--- src/include/sbr_consts.svh ---
// Constants for the serial rate and data register block.
// Assumes inclusion by bare name from design files.
`ifndef SBR_CONSTS_SVH
`define SBR_CONSTS_SVH

// Register indexes; byte address is four times the index
`define SBR_IDX_STATUS 10'h050
`define SBR_IDX_DATA 10'h051
`define SBR_IDX_RATE 10'h052
`define SBR_IDX_CTRL1 10'h053
`define SBR_IDX_CTRL2 10'h054
`define SBR_IDX_RXEXT 10'h055
`define SBR_IDX_TXEXT 10'h057
`define SBR_IDX_HI 11
`define SBR_IDX_LO 2

// Rate select fields
`define SBR_FIRST_HI 7
`define SBR_FIRST_LO 6
`define SBR_TXR_HI 5
`define SBR_TXR_LO 3
`define SBR_RXR_HI 2
`define SBR_RXR_LO 0

// First-stage factors
`define SBR_FIRST_SEL_00 2'h0
`define SBR_FIRST_SEL_01 2'h1
`define SBR_FIRST_SEL_10 2'h2
`define SBR_FIRST_FACT_00 4'h1
`define SBR_FIRST_FACT_01 4'h3
`define SBR_FIRST_FACT_10 4'h4
`define SBR_FIRST_FACT_11 4'hD
`define SBR_FIXED_DIV 24'h000010
`define SBR_FIXED_LAST 4'hF

// Status bit positions
`define SBR_ST_TDRE 7
`define SBR_ST_TC 6
`define SBR_ST_RX_FULL_FLAG 5
`define SBR_ST_IDLE 4
`define SBR_ST_OR 3
`define SBR_ST_NF 2
`define SBR_ST_FE 1
`define SBR_ST_PE 0

// Control one bit positions
`define SBR_C1_R8 7
`define SBR_C1_PD 5

// Reset values
`define SBR_RATE_RST 8'h00
`define SBR_CTRL1_RST 7'h00
`define SBR_CTRL2_RST 8'h00
`define SBR_EXT_RST 8'h00
`define SBR_BYTE_ZERO 8'h00
`define SBR_WORD_ZERO 32'h00000000

`endif

--- src/include/sbr_pkg.sv ---
// Types shared by the serial rate and data register block.
// Assumes the frame logic outside shares the bus clock.
package sbr_pkg;

	typedef struct packed {
		logic [7:0] data;
		logic bit8;
		logic noise;
		logic framing;
		logic parity;
	} sbr_rx_char_s;

	typedef struct packed {
		logic [7:0] ctrl_one;
		logic [7:0] ctrl_two;
	} sbr_ctrl_s;

endpackage

--- src/design/sbr_char_buf.sv ---
// Transmit and receive holding buffers with their status flags.
// Assumes frame logic on the bus clock; strobes are one-cycle pulses.
`timescale 1ns/100ps
`include "sbr_consts.svh"
module sbr_char_buf import sbr_pkg::*; (
	input wire logic pclk,
	input wire logic presetn,
	input wire logic data_wr,
	input wire logic [7:0] wr_data,
	input wire logic data_rd,
	input wire logic status_rd,
	input wire logic tx_load_ready,
	output logic tx_load_valid,
	output logic [7:0] tx_load_data,
	input wire logic tx_done,
	input wire logic rx_idle,
	input wire logic rx_char_valid,
	input wire sbr_rx_char_s rx_char,
	output logic [7:0] rx_holding_buffer,
	output logic rx_bit8,
	output logic [7:0] status
);
	logic tx_full_reg;
	logic tc_reg;
	logic arm_reg;
	logic rx_full_flag;
	logic idle_reg;
	logic ovr_reg;
	logic nf_reg;
	logic fe_reg;
	logic pe_reg;
	logic tx_fire;
	logic clr_rx;
	logic rx_room;
	logic rx_accept;
	logic rx_overrun;

	assign tx_load_valid = tx_full_reg;
	assign tx_fire = tx_full_reg && tx_load_ready;
	assign clr_rx = arm_reg && data_rd;
	assign rx_room = !rx_full_flag || clr_rx;
	assign rx_accept = rx_char_valid && rx_room;
	assign rx_overrun = rx_char_valid && !rx_room;

	// A write in the load cycle keeps the buffer full
	always_ff @(posedge pclk or negedge presetn) begin
		if (!presetn) begin
			tx_full_reg <= 1'b0;
			tx_load_data <= `SBR_BYTE_ZERO;
		end else begin
			if (data_wr) begin // RULE_01
				tx_full_reg <= 1'b1;
				tx_load_data <= wr_data;
			end else if (tx_fire) begin // RULE_02
				tx_full_reg <= 1'b0;
			end
		end
	end

	always_ff @(posedge pclk or negedge presetn) begin
		if (!presetn) begin
			arm_reg <= 1'b0;
		end else if (status_rd) begin
			arm_reg <= 1'b1;
		end else if (data_rd || data_wr) begin
			arm_reg <= 1'b0;
		end
	end

	always_ff @(posedge pclk or negedge presetn) begin
		if (!presetn) begin
			tc_reg <= 1'b1;
		end else if (tx_done) begin
			tc_reg <= 1'b1;
		end else if (arm_reg && data_wr) begin
			tc_reg <= 1'b0;
		end
	end

	always_ff @(posedge pclk or negedge presetn) begin
		if (!presetn) begin
			rx_holding_buffer <= `SBR_BYTE_ZERO;
			rx_bit8 <= 1'b0;
		end else if (rx_accept) begin // RULE_03
			rx_holding_buffer <= rx_char.data;
			rx_bit8 <= rx_char.bit8;
		end
	end

	// Hardware set wins over the software clear sequence
	always_ff @(posedge pclk or negedge presetn) begin
		if (!presetn) begin
			rx_full_flag <= 1'b0;
			idle_reg <= 1'b0;
			ovr_reg <= 1'b0;
			nf_reg <= 1'b0;
			fe_reg <= 1'b0;
			pe_reg <= 1'b0;
		end else begin
			rx_full_flag <= rx_accept || (rx_full_flag && !clr_rx); // RULE_13
			idle_reg <= rx_idle || (idle_reg && !clr_rx);
			ovr_reg <= rx_overrun || (ovr_reg && !clr_rx);
			nf_reg <= (rx_accept && rx_char.noise) || (nf_reg && !clr_rx);
			fe_reg <= (rx_accept && rx_char.framing) || (fe_reg && !clr_rx);
			pe_reg <= (rx_accept && rx_char.parity) || (pe_reg && !clr_rx);
		end
	end

	always_comb begin
		status = `SBR_BYTE_ZERO;
		status[`SBR_ST_TDRE] = !tx_full_reg;
		status[`SBR_ST_TC] = tc_reg;
		status[`SBR_ST_RX_FULL_FLAG] = rx_full_flag;
		status[`SBR_ST_IDLE] = idle_reg;
		status[`SBR_ST_OR] = ovr_reg;
		status[`SBR_ST_NF] = nf_reg;
		status[`SBR_ST_FE] = fe_reg;
		status[`SBR_ST_PE] = pe_reg;
	end
endmodule

--- src/design/sbr_rate_gen.sv ---
// One rate divider chain: first stage, power-of-two stage, fixed 16, extended.
// Assumes restart is a one-cycle pulse from register writes.
`timescale 1ns/100ps
`include "sbr_consts.svh"
module sbr_rate_gen import sbr_pkg::*; #(
	parameter int STAGE_W = 8,
	parameter int EXT_W = 8
) (
	input wire logic pclk,
	input wire logic presetn,
	input wire logic [1:0] first_stage_select,
	input wire logic [2:0] stage_select,
	input wire logic [EXT_W-1:0] ext_divisor,
	input wire logic restart,
	input wire logic run,
	output logic bit_tick
);
	logic [3:0] first_stage_factor;
	logic [STAGE_W-1:0] stage_factor;
	logic [3:0] pre_cnt_reg;
	logic [STAGE_W-1:0] stage_cnt_reg;
	logic [3:0] fix_cnt_reg;
	logic [EXT_W-1:0] ext_cnt_reg;
	logic pre_hit;
	logic stage_hit;
	logic fix_hit;
	logic ext_hit;
	logic ext_on;

	always_comb begin
		case (first_stage_select) // RULE_04
			`SBR_FIRST_SEL_00: first_stage_factor = `SBR_FIRST_FACT_00;
			`SBR_FIRST_SEL_01: first_stage_factor = `SBR_FIRST_FACT_01;
			`SBR_FIRST_SEL_10: first_stage_factor = `SBR_FIRST_FACT_10;
			default: first_stage_factor = `SBR_FIRST_FACT_11;
		endcase
	end

	assign stage_factor = STAGE_W'(1) << stage_select; // RULE_05 RULE_06
	assign ext_on = (ext_divisor != '0);
	assign pre_hit = run && (pre_cnt_reg == first_stage_factor - 4'h1);
	assign stage_hit = pre_hit && (stage_cnt_reg == stage_factor - STAGE_W'(1));
	assign fix_hit = stage_hit && (fix_cnt_reg == `SBR_FIXED_LAST); // RULE_07 RULE_08
	assign ext_hit = fix_hit && (!ext_on || ext_cnt_reg == ext_divisor - EXT_W'(1)); // RULE_09 RULE_10

	// Restart drops partial counts so no short bit follows a rate change
	always_ff @(posedge pclk or negedge presetn) begin
		if (!presetn) begin
			pre_cnt_reg <= '0;
			stage_cnt_reg <= '0;
			fix_cnt_reg <= '0;
			ext_cnt_reg <= '0;
		end else if (restart) begin // RULE_15
			pre_cnt_reg <= '0;
			stage_cnt_reg <= '0;
			fix_cnt_reg <= '0;
			ext_cnt_reg <= '0;
		end else if (run) begin // RULE_14
			pre_cnt_reg <= pre_hit ? 4'h0 : pre_cnt_reg + 4'h1;
			if (pre_hit) begin
				stage_cnt_reg <= stage_hit ? '0 : stage_cnt_reg + STAGE_W'(1);
			end
			if (stage_hit) begin
				fix_cnt_reg <= fix_cnt_reg + 4'h1;
			end
			if (fix_hit) begin
				ext_cnt_reg <= (ext_hit || !ext_on) ? '0 : ext_cnt_reg + EXT_W'(1);
			end
		end
	end

	always_ff @(posedge pclk or negedge presetn) begin
		if (!presetn) begin
			bit_tick <= 1'b0;
		end else begin
			bit_tick <= ext_hit && !restart;
		end
	end
endmodule

--- src/design/sbr_top.sv ---
// Serial rate and data registers: APB slave, holding buffers, rate chains.
// Assumes frame shifting logic on pclk drives the load, receive and busy strobes.
//
// Behaviour
// [RULE_01] The data port is one address: writes go to the transmit buffer, reads return receive.
// [RULE_02] The transmit buffer hands its character to the output shift register.
// [RULE_03] An assembled received character loads the receive buffer for the bus to read.
// [RULE_04] First-stage select 00, 01, 10, 11 divides by 1, 3, 4 and 13.
// [RULE_05] Transmit rate field bits 5 to 3 divides by two to the power of its value.
// [RULE_06] Receive rate field bits 2 to 0 divides by two to the power of its value.
// [RULE_07] Transmit bit rate is bus clock over first stage, transmit stage and 16.
// [RULE_08] Receive bit rate is bus clock over first stage, receive stage and 16, on its own.
// [RULE_09] A nonzero receive extended divisor further divides the receive clock after the 16.
// [RULE_10] A nonzero transmit extended divisor further divides the transmit clock after the 16.
// [RULE_11] Both extended divisors reset to zero, so extended division starts bypassed.
// [RULE_12] Registers sit at indexes 50h to 55h and 57h.
// [RULE_13] Status access followed by a data read clears receive full and error flags.
// [RULE_14] Power-down stops the prescalers and outputs at the end of the current byte.
// [RULE_15] Rewriting a rate field restarts both divider chains from zero.
`timescale 1ns/100ps
`include "sbr_consts.svh"
module sbr_top import sbr_pkg::*; #(
	parameter int ADDR_W = 12,
	parameter int EXT_W = 8
) (
	input wire logic pclk,
	input wire logic presetn,
	input wire logic psel,
	input wire logic penable,
	input wire logic pwrite,
	input wire logic [ADDR_W-1:0] paddr,
	input wire logic [31:0] pwdata,
	output logic [31:0] prdata,
	output logic pready,
	output logic pslverr,
	output logic tx_load_valid,
	input wire logic tx_load_ready,
	output logic [7:0] tx_load_data,
	input wire logic tx_done,
	input wire logic rx_char_valid,
	input wire sbr_rx_char_s rx_char,
	input wire logic rx_idle,
	input wire logic xfer_busy,
	output sbr_ctrl_s ctrl,
	output logic tx_bit_tick,
	output logic rx_bit_tick,
	output logic serial_outputs_off
);
	logic [7:0] rate_reg;
	logic [6:0] ctrl1_reg;
	logic [7:0] ctrl2_reg;
	logic [EXT_W-1:0] rx_ext_reg;
	logic [EXT_W-1:0] tx_ext_reg;
	logic [31:0] prdata_reg;
	logic pslverr_reg;
	logic setup;
	logic access;
	logic wr_en;
	logic rd_en;
	logic [9:0] idx;
	logic mapped;
	logic [7:0] rd_byte;
	logic data_wr;
	logic data_rd;
	logic status_rd;
	logic [7:0] status;
	logic [7:0] rx_holding_buffer;
	logic rx_bit8;
	logic serial_power_down;
	logic rate_run;
	logic tx_restart;
	logic rx_restart;
	logic [7:0] ctrl_one_full;

	assign setup = psel && !penable;
	assign access = psel && penable;
	assign wr_en = access && pwrite;
	assign rd_en = access && !pwrite;
	assign idx = paddr[`SBR_IDX_HI:`SBR_IDX_LO];
	assign pready = access;
	assign pslverr = access && pslverr_reg;
	assign prdata = prdata_reg;

	assign data_wr = wr_en && (idx == `SBR_IDX_DATA);
	assign data_rd = rd_en && (idx == `SBR_IDX_DATA);
	assign status_rd = rd_en && (idx == `SBR_IDX_STATUS);

	always_comb begin
		ctrl_one_full = {1'b0, ctrl1_reg};
		ctrl_one_full[`SBR_C1_R8] = rx_bit8;
	end

	always_comb begin
		mapped = 1'b1;
		case (idx) // RULE_12
			`SBR_IDX_STATUS: rd_byte = status;
			`SBR_IDX_DATA: rd_byte = rx_holding_buffer; // RULE_01
			`SBR_IDX_RATE: rd_byte = rate_reg;
			`SBR_IDX_CTRL1: rd_byte = ctrl_one_full;
			`SBR_IDX_CTRL2: rd_byte = ctrl2_reg;
			`SBR_IDX_RXEXT: rd_byte = rx_ext_reg;
			`SBR_IDX_TXEXT: rd_byte = tx_ext_reg;
			default: begin
				rd_byte = `SBR_BYTE_ZERO;
				mapped = 1'b0;
			end
		endcase
	end

	// Read data is captured in the setup cycle so prdata comes from a flop
	always_ff @(posedge pclk or negedge presetn) begin
		if (!presetn) begin
			prdata_reg <= `SBR_WORD_ZERO;
			pslverr_reg <= 1'b0;
		end else if (setup) begin
			prdata_reg <= pwrite ? `SBR_WORD_ZERO : {24'h000000, rd_byte};
			pslverr_reg <= !mapped;
		end
	end

	always_ff @(posedge pclk or negedge presetn) begin
		if (!presetn) begin
			rate_reg <= `SBR_RATE_RST;
			ctrl1_reg <= `SBR_CTRL1_RST;
			ctrl2_reg <= `SBR_CTRL2_RST;
			rx_ext_reg <= `SBR_EXT_RST; // RULE_11
			tx_ext_reg <= `SBR_EXT_RST; // RULE_11
		end else if (wr_en) begin
			case (idx)
				`SBR_IDX_RATE: rate_reg <= pwdata[7:0];
				`SBR_IDX_CTRL1: ctrl1_reg <= pwdata[6:0];
				`SBR_IDX_CTRL2: ctrl2_reg <= pwdata[7:0];
				`SBR_IDX_RXEXT: rx_ext_reg <= pwdata[EXT_W-1:0];
				`SBR_IDX_TXEXT: tx_ext_reg <= pwdata[EXT_W-1:0];
				default: ;
			endcase
		end
	end

	assign ctrl.ctrl_one = ctrl_one_full;
	assign ctrl.ctrl_two = ctrl2_reg;

	// Busy holds the chains running until the byte in flight is done
	assign serial_power_down = ctrl1_reg[`SBR_C1_PD];
	assign rate_run = !serial_power_down || xfer_busy; // RULE_14
	assign serial_outputs_off = serial_power_down && !xfer_busy; // RULE_14
	assign tx_restart = wr_en && (idx == `SBR_IDX_RATE || idx == `SBR_IDX_TXEXT); // RULE_15
	assign rx_restart = wr_en && (idx == `SBR_IDX_RATE || idx == `SBR_IDX_RXEXT); // RULE_15

	sbr_char_buf u_buf (
		.pclk(pclk),
		.presetn(presetn),
		.data_wr(data_wr),
		.wr_data(pwdata[7:0]),
		.data_rd(data_rd),
		.status_rd(status_rd),
		.tx_load_ready(tx_load_ready),
		.tx_load_valid(tx_load_valid),
		.tx_load_data(tx_load_data),
		.tx_done(tx_done),
		.rx_idle(rx_idle),
		.rx_char_valid(rx_char_valid),
		.rx_char(rx_char),
		.rx_holding_buffer(rx_holding_buffer),
		.rx_bit8(rx_bit8),
		.status(status)
	);

	sbr_rate_gen #(.STAGE_W(8), .EXT_W(EXT_W)) u_tx_rate (
		.pclk(pclk),
		.presetn(presetn),
		.first_stage_select(rate_reg[`SBR_FIRST_HI:`SBR_FIRST_LO]),
		.stage_select(rate_reg[`SBR_TXR_HI:`SBR_TXR_LO]),
		.ext_divisor(tx_ext_reg),
		.restart(tx_restart),
		.run(rate_run),
		.bit_tick(tx_bit_tick)
	);

	sbr_rate_gen #(.STAGE_W(8), .EXT_W(EXT_W)) u_rx_rate (
		.pclk(pclk),
		.presetn(presetn),
		.first_stage_select(rate_reg[`SBR_FIRST_HI:`SBR_FIRST_LO]),
		.stage_select(rate_reg[`SBR_RXR_HI:`SBR_RXR_LO]),
		.ext_divisor(rx_ext_reg),
		.restart(rx_restart),
		.run(rate_run),
		.bit_tick(rx_bit_tick)
	);

	// Checking helpers: expected tick spacing and cycles since the last tick
	function automatic logic [23:0] exp_period(input logic [1:0] fs, input logic [2:0] ss,
		input logic [7:0] ext);
		logic [23:0] f;
		logic [23:0] e;
		case (fs)
			`SBR_FIRST_SEL_00: f = 24'(`SBR_FIRST_FACT_00);
			`SBR_FIRST_SEL_01: f = 24'(`SBR_FIRST_FACT_01);
			`SBR_FIRST_SEL_10: f = 24'(`SBR_FIRST_FACT_10);
			default: f = 24'(`SBR_FIRST_FACT_11);
		endcase
		e = (ext == 8'h00) ? 24'h000001 : 24'(ext);
		return 24'(f * (24'h000001 << ss) * `SBR_FIXED_DIV * e);
	endfunction

	logic [23:0] tx_gap_reg;
	logic [23:0] rx_gap_reg;
	logic tx_clean_reg;
	logic rx_clean_reg;

	always_ff @(posedge pclk or negedge presetn) begin
		if (!presetn) begin
			tx_gap_reg <= 24'h000000;
			tx_clean_reg <= 1'b0;
		end else begin
			tx_gap_reg <= tx_bit_tick ? 24'h000001 : tx_gap_reg + 24'h000001;
			if (tx_restart || !rate_run) begin
				tx_clean_reg <= 1'b0;
			end else if (tx_bit_tick) begin
				tx_clean_reg <= 1'b1;
			end
		end
	end

	always_ff @(posedge pclk or negedge presetn) begin
		if (!presetn) begin
			rx_gap_reg <= 24'h000000;
			rx_clean_reg <= 1'b0;
		end else begin
			rx_gap_reg <= rx_bit_tick ? 24'h000001 : rx_gap_reg + 24'h000001;
			if (rx_restart || !rate_run) begin
				rx_clean_reg <= 1'b0;
			end else if (rx_bit_tick) begin
				rx_clean_reg <= 1'b1;
			end
		end
	end
endmodule

--- config.mk ---
export PLATFORM = sky130hd
export DESIGN_NAME = sbr_top
export DESIGN_NICKNAME = d
export VERILOG_FILES = /design/src/include/sbr_pkg.sv /design/src/design/sbr_char_buf.sv /design/src/design/sbr_rate_gen.sv /design/src/design/sbr_top.sv
export VERILOG_INCLUDE_DIRS = /design/src /design/src/include
export SDC_FILE = /design/constraint.sdc
export NUM_CORES = 1
export LEC_CHECK = 0
export BUFFER_PORTS_ARGS = -buffer_cell sky130_fd_sc_hd__buf_2
export CAP_MARGIN = 25
export CORE_MARGIN = 2
export CORE_UTILIZATION = 55
export CTS_CLUSTER_SIZE = 10
export DETAILED_ROUTE_END_ITERATION = 16
export PLACE_DENSITY = 0.78
export SLEW_MARGIN = 10
export SYNTH_ARGS = -nofsm -noshare
export SYNTH_HDL_FRONTEND = slang
export SYNTH_SLANG_ARGS = --single-unit
export TNS_END_PERCENT = 30
--- constraint.sdc ---
create_clock -name pclk -period 3.4 [get_ports pclk]
set_clock_uncertainty 0.05 [all_clocks]
set_input_delay 0.34 -clock pclk [delete_from_list [all_inputs] [get_ports pclk]]
set_output_delay 0.34 -clock pclk [all_outputs]
set_load 0.01 [all_outputs]
# == Word-level counts from Yosys, hierarchy flattened ==
# Index checks and enable logic that the tools add are counted.
# totals
ff_bits,148
inputBits,66
out_inout_bits,62
elab_cells,188
# classes
add_sub_neg,13
n_eq_ne,17
shift,2
mux,38
reduce_logical,89
# op_table
op,count
$mux 8,17
$eq 10x7->1 const B,7
$pmux 8 s7,1
$mux 4,12
$logic_and 1x1->1,35
$add 8x1->8 const B,4
$eq 8x8->1,4
$sub 8x1->8 const B,4
$reduce_and 2->1,11
$reduce_bool 2->1,11
$add 4x1->4 const B,4
$reduce_bool 8->1,2
$shl 1x3->8 const A,2
$logic_or 1x1->1,15
$logic_not 1->1,13
$pmux 4 s3,1
$eq 4x4->1,2
$eq 4x4->1 const B,2
$mux 1,7
$reduce_or 7->1,1
$sub 4x1->4 const B,1
$eq 2x1->1 const B,1
$eq 2x2->1 const B,1
$logic_not 2->1,1

# == Logic depth before layout (Yosys ltp) ==
# Gate-level depths: netlist of the first run.
# depth
word_depth,13
mapped_depth,13
depth_no_buf,10

# == Cells and area by module ==
# From an unflattened synthesis of the first run, not the netlist that was laid out.
# hier_totals
hier_cells,731
hier_area_um2,7472.2
# modules_own_cells
mod,instances,cells_per_inst,area_each_um2,seq_area_each_um2
sbr_top,1,241,2730.1,1201.2
sbr_rate_gen at u_rx_rate,1,210,1885.6,625.6
sbr_rate_gen at u_tx_rate,1,212,1788.0,625.6
sbr_char_buf,1,68,1068.5,651.9

# == Worst setup path before layout of the first run ==
# OpenSTA, ideal clock, no wires.
# synth_path
kind,register to register
startpoint,reg rate_reg[5]
endpoint,reg u_tx_rate.ext_cnt_reg[5]
setup_time_ns,0.133
arrival_ns,2.405
required_time_ns,3.217
setup_slack_ns,0.812
path_stages_with_launch,13
path_buffers,2
period_less_slack_ns,2.588
cell_sequence,dfrtp_1 buf_4 nor2_1 nand2_1 ha_1 xnor2_1 xnor2_1 a2111oi_2 o311a_2 nand3_1 clkbuf_1 a32oi_1 o31ai_1
# synth_between
elab_chain_cells,11
word_cells_on_any_way,13
classes_between,1 x add/sub; 1 x eq/ne; 1 x shift; 4 x mux; 6 x reduce/logical
# synth_lines
element,line,text
from (decl),sbr_top.sv:49,logic [7:0] rate_reg;
from (signal assigned),sbr_top.sv:123,rate_reg <= `SBR_RATE_RST;
from (signal assigned),sbr_top.sv:130,`SBR_IDX_RATE: rate_reg <= pwdata[7:0];
$shl 1x3->8 *,sbr_rate_gen.sv:39,assign stage_factor = STAGE_W'(1) << stage_select;
$sub 8x1->8 *,sbr_rate_gen.sv:42,assign stage_hit = pre_hit && (stage_cnt_reg == stage_factor - STAGE_W'(1));
$eq 8x8->1 *,sbr_rate_gen.sv:42,
$logic_and 1x1->1 *,sbr_rate_gen.sv:42,
$logic_and 1x1->1 *,sbr_rate_gen.sv:43,assign fix_hit = stage_hit && (fix_cnt_reg == `SBR_FIXED_LAST);
$logic_and 1x1->1,sbr_rate_gen.sv:44,assign ext_hit = fix_hit && (!ext_on || ext_cnt_reg == ext_divisor - EXT_W'(1));
$logic_or 1x1->1,sbr_rate_gen.sv:67,ext_cnt_reg <= (ext_hit || !ext_on) ? '0 : ext_cnt_reg + EXT_W'(1);
$mux 8,sbr_rate_gen.sv:67,
$mux 8,sbr_rate_gen.sv:66,if (fix_hit) begin
$mux 8,sbr_rate_gen.sv:58,end else if (run) begin
$mux 8,sbr_rate_gen.sv:53,end else if (restart) begin
to (signal assigned),sbr_rate_gen.sv:67,
to (decl),sbr_rate_gen.sv:23,logic [EXT_W-1:0] ext_cnt_reg;
# Every way passes the cells marked *; elsewhere a longest branch is shown, timed or not. The select of a mux whose other input is x is not followed.
# A chain may end at the register's enable or synchronous reset.

# == Worst setup path after layout of the first run ==
# layout_path
startpoint,reg rate_reg[5]
endpoint,reg u_tx_rate.ext_cnt_reg[7]
# The elaborated chain is that of the path after synthesis.

==> impl_metrics.toml, run 1 <==
[worst_hold_path]
hp-class = "in2reg"

[yosys]
synth_seq_area_share_pct = 43.6
post_synth_fa_ha_maj_area_fraction_pct = 2.29
synthMuxAreaShare_pct = 11.2
synth_area_mm2 = 0.00711
synth_top_family_by_area = "simple AND/OR/NAND/NOR gates"
postSynth.asyncResetShare_pct = 100
synth_enable_flop_cells = 0
avgSynthCellArea_um2 = 10.1
synth-main-ff-cell = "dfrtp_1"
yosys.area_share.simple_pct = 19.6
ys_warn_count = 0
synth-seq-cells = 124
syn_inst = 705
synth_compound_area_share_pct = 10.9
synth_cell_types = 74
synth_xor_area_share_pct = 6.65

[clock_network]
clkTransAtPathRegs_ns = 0.05
cts.sinks = 124
htreeDepth = 4
ctsResizeCount = 0
cts_max_path_buffers = 2
cts_tree = "built"
cts_made_buffers = 17
clk_latency_ns = 0.42
cts_root_buffer = "clkbuf_16"

[global_route]
antenna_found_initial = 0
grt_pass1_vias = 5618
grt_max_degree = 69
overflow = 0
grt.total_usage_pct = 26.2
grt_pass1_wl_um = 28900

[place]
gp_congestion = 0.879
pre_cts_ws_ns = 0.456
dpl.hpwl_um = 12400
port_buffers = 77
dp_cells = 923

[route]
drtAntennaViolNets = 0
routed.top_layer = "met4"
drt-initial-drc-count = 541
wirelength_met1_um = 7580
vias_per_cell = 5.97
drc = 0
routed_wl_um = 17400
wl_per_cell_um = 18.3
drtPass1Iterations = 5
wl_met2_um = 8300
met3WireLength_um = 1090
dr_total_vias = 5704

[setup_path]
ff2ff_setup_slack_ns = 0.38
crit_path_end = "u_tx_rate.ext_cnt_reg[7]"
reg2reg_from = "rate_reg[5]"
cp_max_fo = 11
rr_worst_depth = 10
arrival_ns = 3.27
crit_type = "reg2reg"
critPathRequiredTime_ns = 3.65
regToRegEndpoint = "u_tx_rate.ext_cnt_reg[7]"
end_kind = "flip-flop"
startpoint_type = "flip-flop"
startpoint = "rate_reg[5]"

[sta]
fmax_ghz = 0.331
finalSetupTns_ns = 0
hold_viol = 0
max_slew_margin_pct = 50.2
post-route-min-period_ns = 3.02
finalSetupViolCount = 0
tightest_slew_ns = 0.746
grt_setup_unrepaired = "false"
drv_slew = 0
fin_ws_ns = 0.381
fin_crit_sh_pct = 88.8

[cells_and_area]
fillers = 1001
post-route-util_pct = 64.3
instances_no_fill = 955
multiInputGateArea_mm2 = 0.00369
syn2layout_area_growth_pct = 14.0
diodes = 0
finalNetCount = 850
ff_latch_area_mm2 = 0.00310
layout-drive-gt1-share_pct = 23.6

[pwr]
power.density_mw_per_mm2 = 537
p_clk_share_pct = 41.9
p_leak_nw = 3.88
p_switching_mw = 1.23
total_power_mw = 4.35
power_switching_share_pct = 28.3
p_comb_share_pct = 16.5
vdd_ir_drop_max_v = 0.000357
internal_power_mw = 3.12
seq_power_share_pct = 41.6

[die]
num_io_pins = 128
die_area_mm2 = 0.0139
die_h_um = 118
start_util_pct = 56.4
rows = 41
die_x_um = 118
core-area_mm2 = 0.0126

[status]
status = "finished clean"

[flow_run]
maxCapViolCount = 0
[final cells by class]
type                            instances  area share, %
Clock buffer                           25           6.36
Timing Repair Buffer                   81           5.34
Sequential cell                       124           38.3
Clock inverter                          6           1.02
Inverter                               19          0.879
Tap cell                              172           2.65
Multi-Input combinational cell        528           45.5
[synth_stat cells, drive strengths merged, types with 8 or more instances]
| cell type | number | area share (%) |
|---|---|---|
| mux2i | 9 | 1.3 |
| nand3 | 31 | 2.5 |
| nor2 | 53 | 2.8 |
| nand4 | 13 | 1.1 |
| buf | 39 | 3.8 |
| and2 | 11 | 0.99 |
| dfrtp | 123 | 43 |
| o21ai | 23 | 1.6 |
| xor2 | 31 | 3.8 |
| mux2 | 63 | 10 |
| ha | 13 | 2.3 |
| nor3 | 25 | 2.1 |
| clkbuf | 18 | 0.95 |
| nand2 | 57 | 3.0 |
| xnor2 | 23 | 2.8 |
| a21oi | 23 | 1.6 |
| inv | 19 | 1.0 |
| nand2b | 8 | 0.70 |
| and3 | 19 | 1.7 |
[metal layers]
metal  vias to the layer above  global-route usage [%]
met1                      2810                    35.2
met4                         0                    10.7
met5                         -                       0
li1                       2616                       -
met3                        33                    5.38
met2                       245                    41.7
[metrics by stage]
step / area, um^2 / hold WS (ns)
after floorplan: 7200 / -0.00559
after global placement: 7500 / 0.385
after detailed placement: 7500 / 0.401
after CTS: 8110 / 0.0434
after global routing: 8110 / 0.0592
final: 8110 / 0.0538
[layout by cell type (no fill, tap or decap), types with 22 or more instances in the layout]
cell and count:
a21oi_1 23, buf_2 76, conb_1 24, dfrtp_1 123, mux2_2 56, nand2_1 56
nand3_1 29, nor2_1 53, o21ai_0 22, xnor2_1 23, xor2_1 31
[repair_timing]
item | CTS | global route
endpoints found under the hold margin | 56 | 0
hold buffers | 1 | 0
setup buffers | 0 | 0
setup endpoints to repair | 0 | 0
[how the worst min path moves through the flow]
stage | to | cells past startpoint | start
after CTS | u_buf.idle_reg | 2 | rx_idle
after floorplan | ctrl1_reg[0] | 0 | presetn
final | u_buf.idle_reg | 2 | rx_idle
after global routing | u_buf.idle_reg | 2 | rx_idle
after global placement | u_tx_rate.ext_cnt_reg[6] | 1 | presetn
after detailed placement | u_tx_rate.ext_cnt_reg[7] | 1 | presetn
[worst max-delay path: stages, from the launching register on]
cell       delay [ns]
dfrtp_1          0.51
nor2_1           0.23
nand2_1          0.08
ha_1             0.27
xnor2_1          0.21
xnor2_1          0.11
a2111oi_2        0.36
o311a_2          0.28
nand3_1          0.30
a32o_1           0.36
o21bai_1         0.14
[cells by family after synthesis]
logic type | Yosys count
buffers and inverters | 76
AND/OR/NAND/NOR | 257
AO/OA/AOI/OAI | 108
XOR/XNOR | 54
flip-flops | 124
adder cells (fa/ha/maj) | 13
other | 1
multiplexers | 72
[power groups by stage]
stage                     logic, mW  clock network [mW]  registers, mW
after floorplan               0.576                   0           1.77
after global placement        0.673                   0           1.81
final                         0.719                1.82           1.81
after global routing          0.807                1.92           1.83
after CTS                     0.717                1.84           1.81
after detailed placement      0.702                   0           1.83
No activity file was read; power rests on OpenSTA's default activity.
==> run 2, diff against run 1 <==
Settings changed: CAP_MARGIN 25 to 10, MAX_ROUTING_LAYER from default to met4.
==> run 2 against run 1 <==
Net effect:
- register-to-register slack gained 0.04 ns
- global-route usage grew 0.74 points
- combinational power grew 2.9%
- fmax grew 1.3%
- routed wire length grew 2.4%
- worst setup slack gained 0.038 ns
- cell count grew 0.21%
- clock power grew 3%
- power grew 1.6%
- critical path depth is the same
==> impl_metrics.toml, run 2 (synthesis results as in run 1) <==
[status]
status = "finished clean"

[worst_hold_path]
worstHoldStart = "rx_idle"
hp-class = "in2reg"

[die]
die_x_um = 118
die_area_mm2 = 0.0139
start_util_pct = 56.4
rows = 41
die_h_um = 118
core-area_mm2 = 0.0126
num_io_pins = 128

[setup_path]
slowest_delay_ns = 0.51
crit_buf_inv = 0
startpoint_type = "flip-flop"
cp_max_fo = 11
cp_slowest_cell = "dfrtp_1"
startpoint = "rate_reg[5]"
critPathMostFrequentCell = "xnor2_1"
critPathRequiredTime_ns = 3.66
arrival_ns = 3.24
crit_type = "reg2reg"
end_kind = "flip-flop"
cpLargestDelayFamily = "compound AO/OA/AOI/OAI gates"
reg2reg_from = "rate_reg[5]"
path_cells = "nor2_1, nand2_1, ha_1, xnor2_1, xnor2_1, a2111oi_2, o311a_2, nand3_1, a32o_1, o21bai_1"

[cells_and_area]
syn2layout_area_growth_pct = 14.2
diodes = 0
finalNetCount = 851
mostFrequentLayoutCells = "123 x dfrtp_1, 76 x buf_2, 56 x nand2_1, 56 x mux2_2, 53 x nor2_1"
mostFrequentLayoutCell = "dfrtp_1"
layout-drive-gt1-share_pct = 23.6
fillers = 1013

[place]
gp_congestion = 0.888
dpl.hpwl_um = 12700
port_buffers = 77

[clock_network]
cts_max_path_buffers = 2
htreeDepth = 4
clk_latency_ns = 0.42
cts_setup_buffers = 0
cts_tree = "built"
cts_made_buffers = 17
cts_root_buffer = "clkbuf_16"
clkTransAtPathRegs_ns = 0.05
cts.sinks = 124

[global_route]
grt_busiest_layer = "met2"
gr-usage-met1_pct = 34.2
grt.total_usage_pct = 27.0
grt_pass1_wl_um = 28600
grt_max_degree = 64
grt_pass1_vias = 5492
grt_util_met2_pct = 41.8
overflow = 0
use_met3_pct = 5.38
antenna_found_initial = 0

[pwr]
total_power_mw = 4.42
power.density_mw_per_mm2 = 544
p_leak_nw = 3.89
vdd_ir_drop_max_v = 0.000379

[sta]
finalSetupViolCount = 0
hold_viol = 0
grt_setup_unrepaired = "false"
max_slew_margin_pct = 46.0
finalSetupTns_ns = 0
drv_slew = 0
post-route-min-period_ns = 2.98
fmax_ghz = 0.335
tightest_slew_ns = 0.810
fin_crit_sh_pct = 87.7

[route]
drtAntennaViolNets = 0
dr_total_vias = 5765
routed_wl_um = 17900
drt-initial-drc-count = 622
wl_per_cell_um = 18.7
vias_per_cell = 6.02
drc = 0
drtPass1Iterations = 5

[flow_run]
maxCapViolCount = 0
[run 2: changes by cell type in the layout (fill, tap and decap cells not counted)]
cell / delta
clkinvlp_4: -1
clkinv_2: +1
clkbuf_8: -2
buf_4: +1
bufinv_16: +1
clkbuf_1: +2
[run 2: area by class of cell]
cell class,count,area (um^2),share of cell area (%)
tap,172,215,2.65
clock inverter,7,110,1.36
multi-input combinational,528,3690,45.4
sequential,124,3100,38.2
inverter,19,71.3,0.878
clock buffer,25,495,6.10
timing repair buffer,82,440,5.42
[run 2: path summary, 6_finish.rpt]
kind,to,slack [ns],cells after the start
min,u_buf.idle_reg,0.05,2
max reg2reg,u_tx_rate.ext_cnt_reg[7],0.42,10
min reg2reg,prdata[1],0.43,2
max,u_tx_rate.ext_cnt_reg[7],0.42,10
min in group asynchronous,u_tx_rate.ext_cnt_reg[7],0.48,2
max in group asynchronous,u_buf.tc_reg,1.97,3
[run 2: per-layer routing]
metal  vias up  part of all wire, %
li1       2613                    -
met1      2848                   43
met2       263                   48
met3        41                  6.4
met4         0                  2.9
met5         -                    0
[run 2: worst register-to-register path: stages, from the launching register on]
cell,delay [ns]
dfrtp_1,0.51
nor2_1,0.23
nand2_1,0.08
ha_1,0.27
xnor2_1,0.21
xnor2_1,0.11
a2111oi_2,0.33
o311a_2,0.27
nand3_1,0.29
a32o_1,0.36
o21bai_1,0.15
[run 2: power breakdown]
group	leakage (nW)	total (mW)	internal, mW	switching, mW
combinational	1.94	0.740	0.319	0.422
sequential	1.65	1.81	1.62	0.188
clock	0.301	1.87	1.22	0.646
total	3.89	4.42	3.17	1.26
[run 2: what timing repair did]
action / CTS / global route
hold endpoints to repair: 25 / 0
hold buffers: 1 / 0
resized for setup: 0 / 0
[run 2: metrics by stage]
| stage | hold slack (ns) | setup slack (ns) | cell area, um^2 | util (%) | cells |
|---|---|---|---|---|---|
| 2_1_floorplan | -0.00559 | 0.812 | 7200 | - | 728 |
| 3_3_place_gp | 0.408 | 0.531 | 7510 | 59.5 | 924 |
| 3_5_place_dp | 0.420 | 0.431 | 7510 | 59.5 | 924 |
| 4_1_cts | 0.0384 | 0.414 | 8130 | 64.4 | 957 |
| 5_1_grt | 0.0593 | 0.220 | 8130 | 64.4 | 957 |
| 6_report | 0.0499 | 0.418 | 8130 | 64.4 | 957 |
==> run 3, diff against run 2 <==
Settings changed: PLACE_DENSITY 0.78 to 0.77, SYNTH_HIERARCHICAL from default to 1.
==> run 3 against run 2 <==
Net effect:
- die area up 4.9%
- first-iteration DRC count is 7.2% lower
- sequential share of layout area decreased by 1.6 points
- global-route usage increased by 0.19 points
- cell count is 3.2% higher
- routed wire length is 2.7% higher
==> impl_metrics.toml, run 3 <==
[status]
status = "finished clean"

[clock_network]
cts_hold_buf = 1
htreeDepth = 4
cts_root_buffer = "clkbuf_16"
cts_setup_buffers = 0
clkTransAtPathRegs_ns = 0.05
cts_max_path_buffers = 2
cts_tree = "built"
ctsResizeCount = 0
clk_latency_ns = 0.42
cts.sinks = 124
cts_made_buffers = 17

[yosys]
avgSynthCellArea_um2 = 10.2
synth_area_mm2 = 0.00747
postSynth.asyncResetShare_pct = 100
synth-main-ff-cell = "dfrtp_1"
synth_area_leaders = "dfrtp_1 41%, mux2_2 6.0%, mux2_4 3.4%, buf_4 3.3%, mux2i_1 3.1%"
synth-seq-cells = 124
synth_common_cells = "123 x dfrtp_1, 57 x nand2_1, 40 x mux2_2"
yosys.cell_count.top_type = "dfrtp_1"
synth_cell_types = 89
yosysTopAreaCellShare_pct = 41.2
yosys.area.top_type = "dfrtp_1"
synth_seq_area_share_pct = 41.5
syn_inst = 731
synth_enable_flop_cells = 0
ys_warn_count = 6

[flow_run]
maxCapViolCount = 0

[die]
die_area_mm2 = 0.0145
num_io_pins = 128
core-area_mm2 = 0.0132
start_util_pct = 56.4
rows = 42
die_x_um = 121
die_h_um = 121

[setup_path]
path_cells = "inv_1, ha_1, or4b_2, nor2_1, xnor2_1, a2111oi_2, nor2_2, nand4b_1, a31oi_1"
crit_type = "reg2reg"
cp_max_fo = 15
critPathRequiredTime_ns = 3.69
startpoint_type = "flip-flop"
cp_slowest_cell = "or4b_2"
slowest_delay_ns = 0.63
arrival_ns = 3.11
end_kind = "flip-flop"

[sta]
finalSetupTns_ns = 0
hold_viol = 0
post-route-min-period_ns = 2.82
tightest_slew_ns = 1.07
drv_slew = 0
finalSetupViolCount = 0
grt_setup_unrepaired = "false"
max_slew_margin_pct = 28.1
fmax_ghz = 0.355
fin_crit_sh_pct = 82.9

[route]
wl_per_cell_um = 18.6
drtAntennaViolNets = 0
vias_per_cell = 6.05
drc = 0
dr_total_vias = 5974
routed_wl_um = 18300
drt-initial-drc-count = 577
drtPass1Iterations = 5

[cells_and_area]
diodes = 0
syn2layout_area_growth_pct = 13.5
mostFrequentLayoutCells = "123 x dfrtp_1, 76 x buf_2, 57 x nand2_1, 40 x mux2_2, 38 x nor2_1"
finalNetCount = 880
mostFrequentLayoutCell = "dfrtp_1"
layout-drive-gt1-share_pct = 26.0
fillers = 1045
instances_no_fill = 988

[pwr]
power.density_mw_per_mm2 = 514
p_leak_nw = 4.11
vdd_ir_drop_max_v = 0.000359

[place]
dpl.hpwl_um = 12900
dp_cells = 956
gp_congestion = 0.931
port_buffers = 77

[global_route]
overflow = 0
grt_max_degree = 79
grt.total_usage_pct = 27.2
grt_pass1_vias = 5908
antenna_found_initial = 0
grt_pass1_wl_um = 29700

[worst_hold_path]
hp-class = "in2reg"
-- run 3: changes by cell type in the layout (fill, tap and decap cells not counted), moves of 9 or more --
cell	before	now
and2_1	10	1
mux2_2	56	40
nor2_1	53	38
xor2_1	31	22
mux2i_1	9	23
mux2_4	0	17
-- run 3: critical path: cells and delay by family, from the launching register on --
kind | cells | cell delay (ns)
buf+inv | 1 | 0.09
fa+ha+maj | 1 | 0.25
flops | 1 | 0.44
simple gates | 4 | 1.49
xor+xnor | 1 | 0.15
compound gates | 2 | 0.27
-- run 3: final timing paths --
check | from | endpoint | slack, ns | depth (start not counted)
setup / recovery | tx_ext_reg[0] | u_tx_rate/ext_cnt_reg[2] | 0.58 | 9
hold / removal | rx_idle | u_buf/idle_reg | 0.05 | 2
setup reg to reg | tx_ext_reg[0] | u_tx_rate/ext_cnt_reg[2] | 0.58 | 9
hold reg to reg | prdata[3] | prdata[3] | 0.41 | 2
max in group asynchronous | presetn | u_buf/tc_reg | 2.03 | 3
min in group asynchronous | presetn | ctrl2_reg[1] | 0.41 | 2
-- run 3: final cells by class --
class                      count  area, um^2  share of cell area (%)
multi-input combinational    544        3940                    46.5
sequential                   124        3100                    36.6
clock buffer                  25         526                    6.19
timing repair buffer          90         500                    5.90
tap                          176         220                    2.60
clock inverter                 6         105                    1.24
inverter                      23        86.3                    1.02
-- run 3: metal layers --
metal	up-vias	part of all wire (%)	track usage, %
met5	-	0	-
met2	236	50	44.7
met4	0	2.2	9.45
met1	2964	41	32.4
met3	37	6.3	7.31
li1	2737	-	-
-- run 3: through the flow --
| stage | power [mW] | hold slack (ns) | utilization (%) | area [um^2] | setup slack [ns] |
|---|---|---|---|---|---|
| detailed placement | 2.46 | 0.334 | 59.2 | 7840 | 0.617 |
| global route | 4.57 | 0.0470 | 64.1 | 8480 | 0.408 |
| CTS | 4.37 | 0.0481 | 64.1 | 8480 | 0.583 |
| floorplan | 2.26 | -0.00559 | - | 7560 | 0.736 |
| global placement | 2.41 | 0.330 | 59.2 | 7840 | 0.647 |
| finish | 4.36 | 0.0547 | 64.1 | 8480 | 0.581 |
-- run 3: cell families (layout without fill, tap and decap cells) --
kind of cell,count (synthesis),after routing,synth area share (%)
DFF,124,124,41.5
AOI/OAI and AO/OA,124,124,11.7
buffers and inverters,86,144,6.85
other,1,24,0.0502
adders and majority gates,14,14,2.34
and+or+nand+nor,260,260,20.0
muxes,80,80,12.5
xor gates and xnor gates,42,42,4.92
-- run 3: where the power goes --
group,total (mW),switching [mW],internal (mW)
clock network,1.91,0.628,1.28
logic,0.692,0.394,0.297
registers,1.76,0.157,1.60
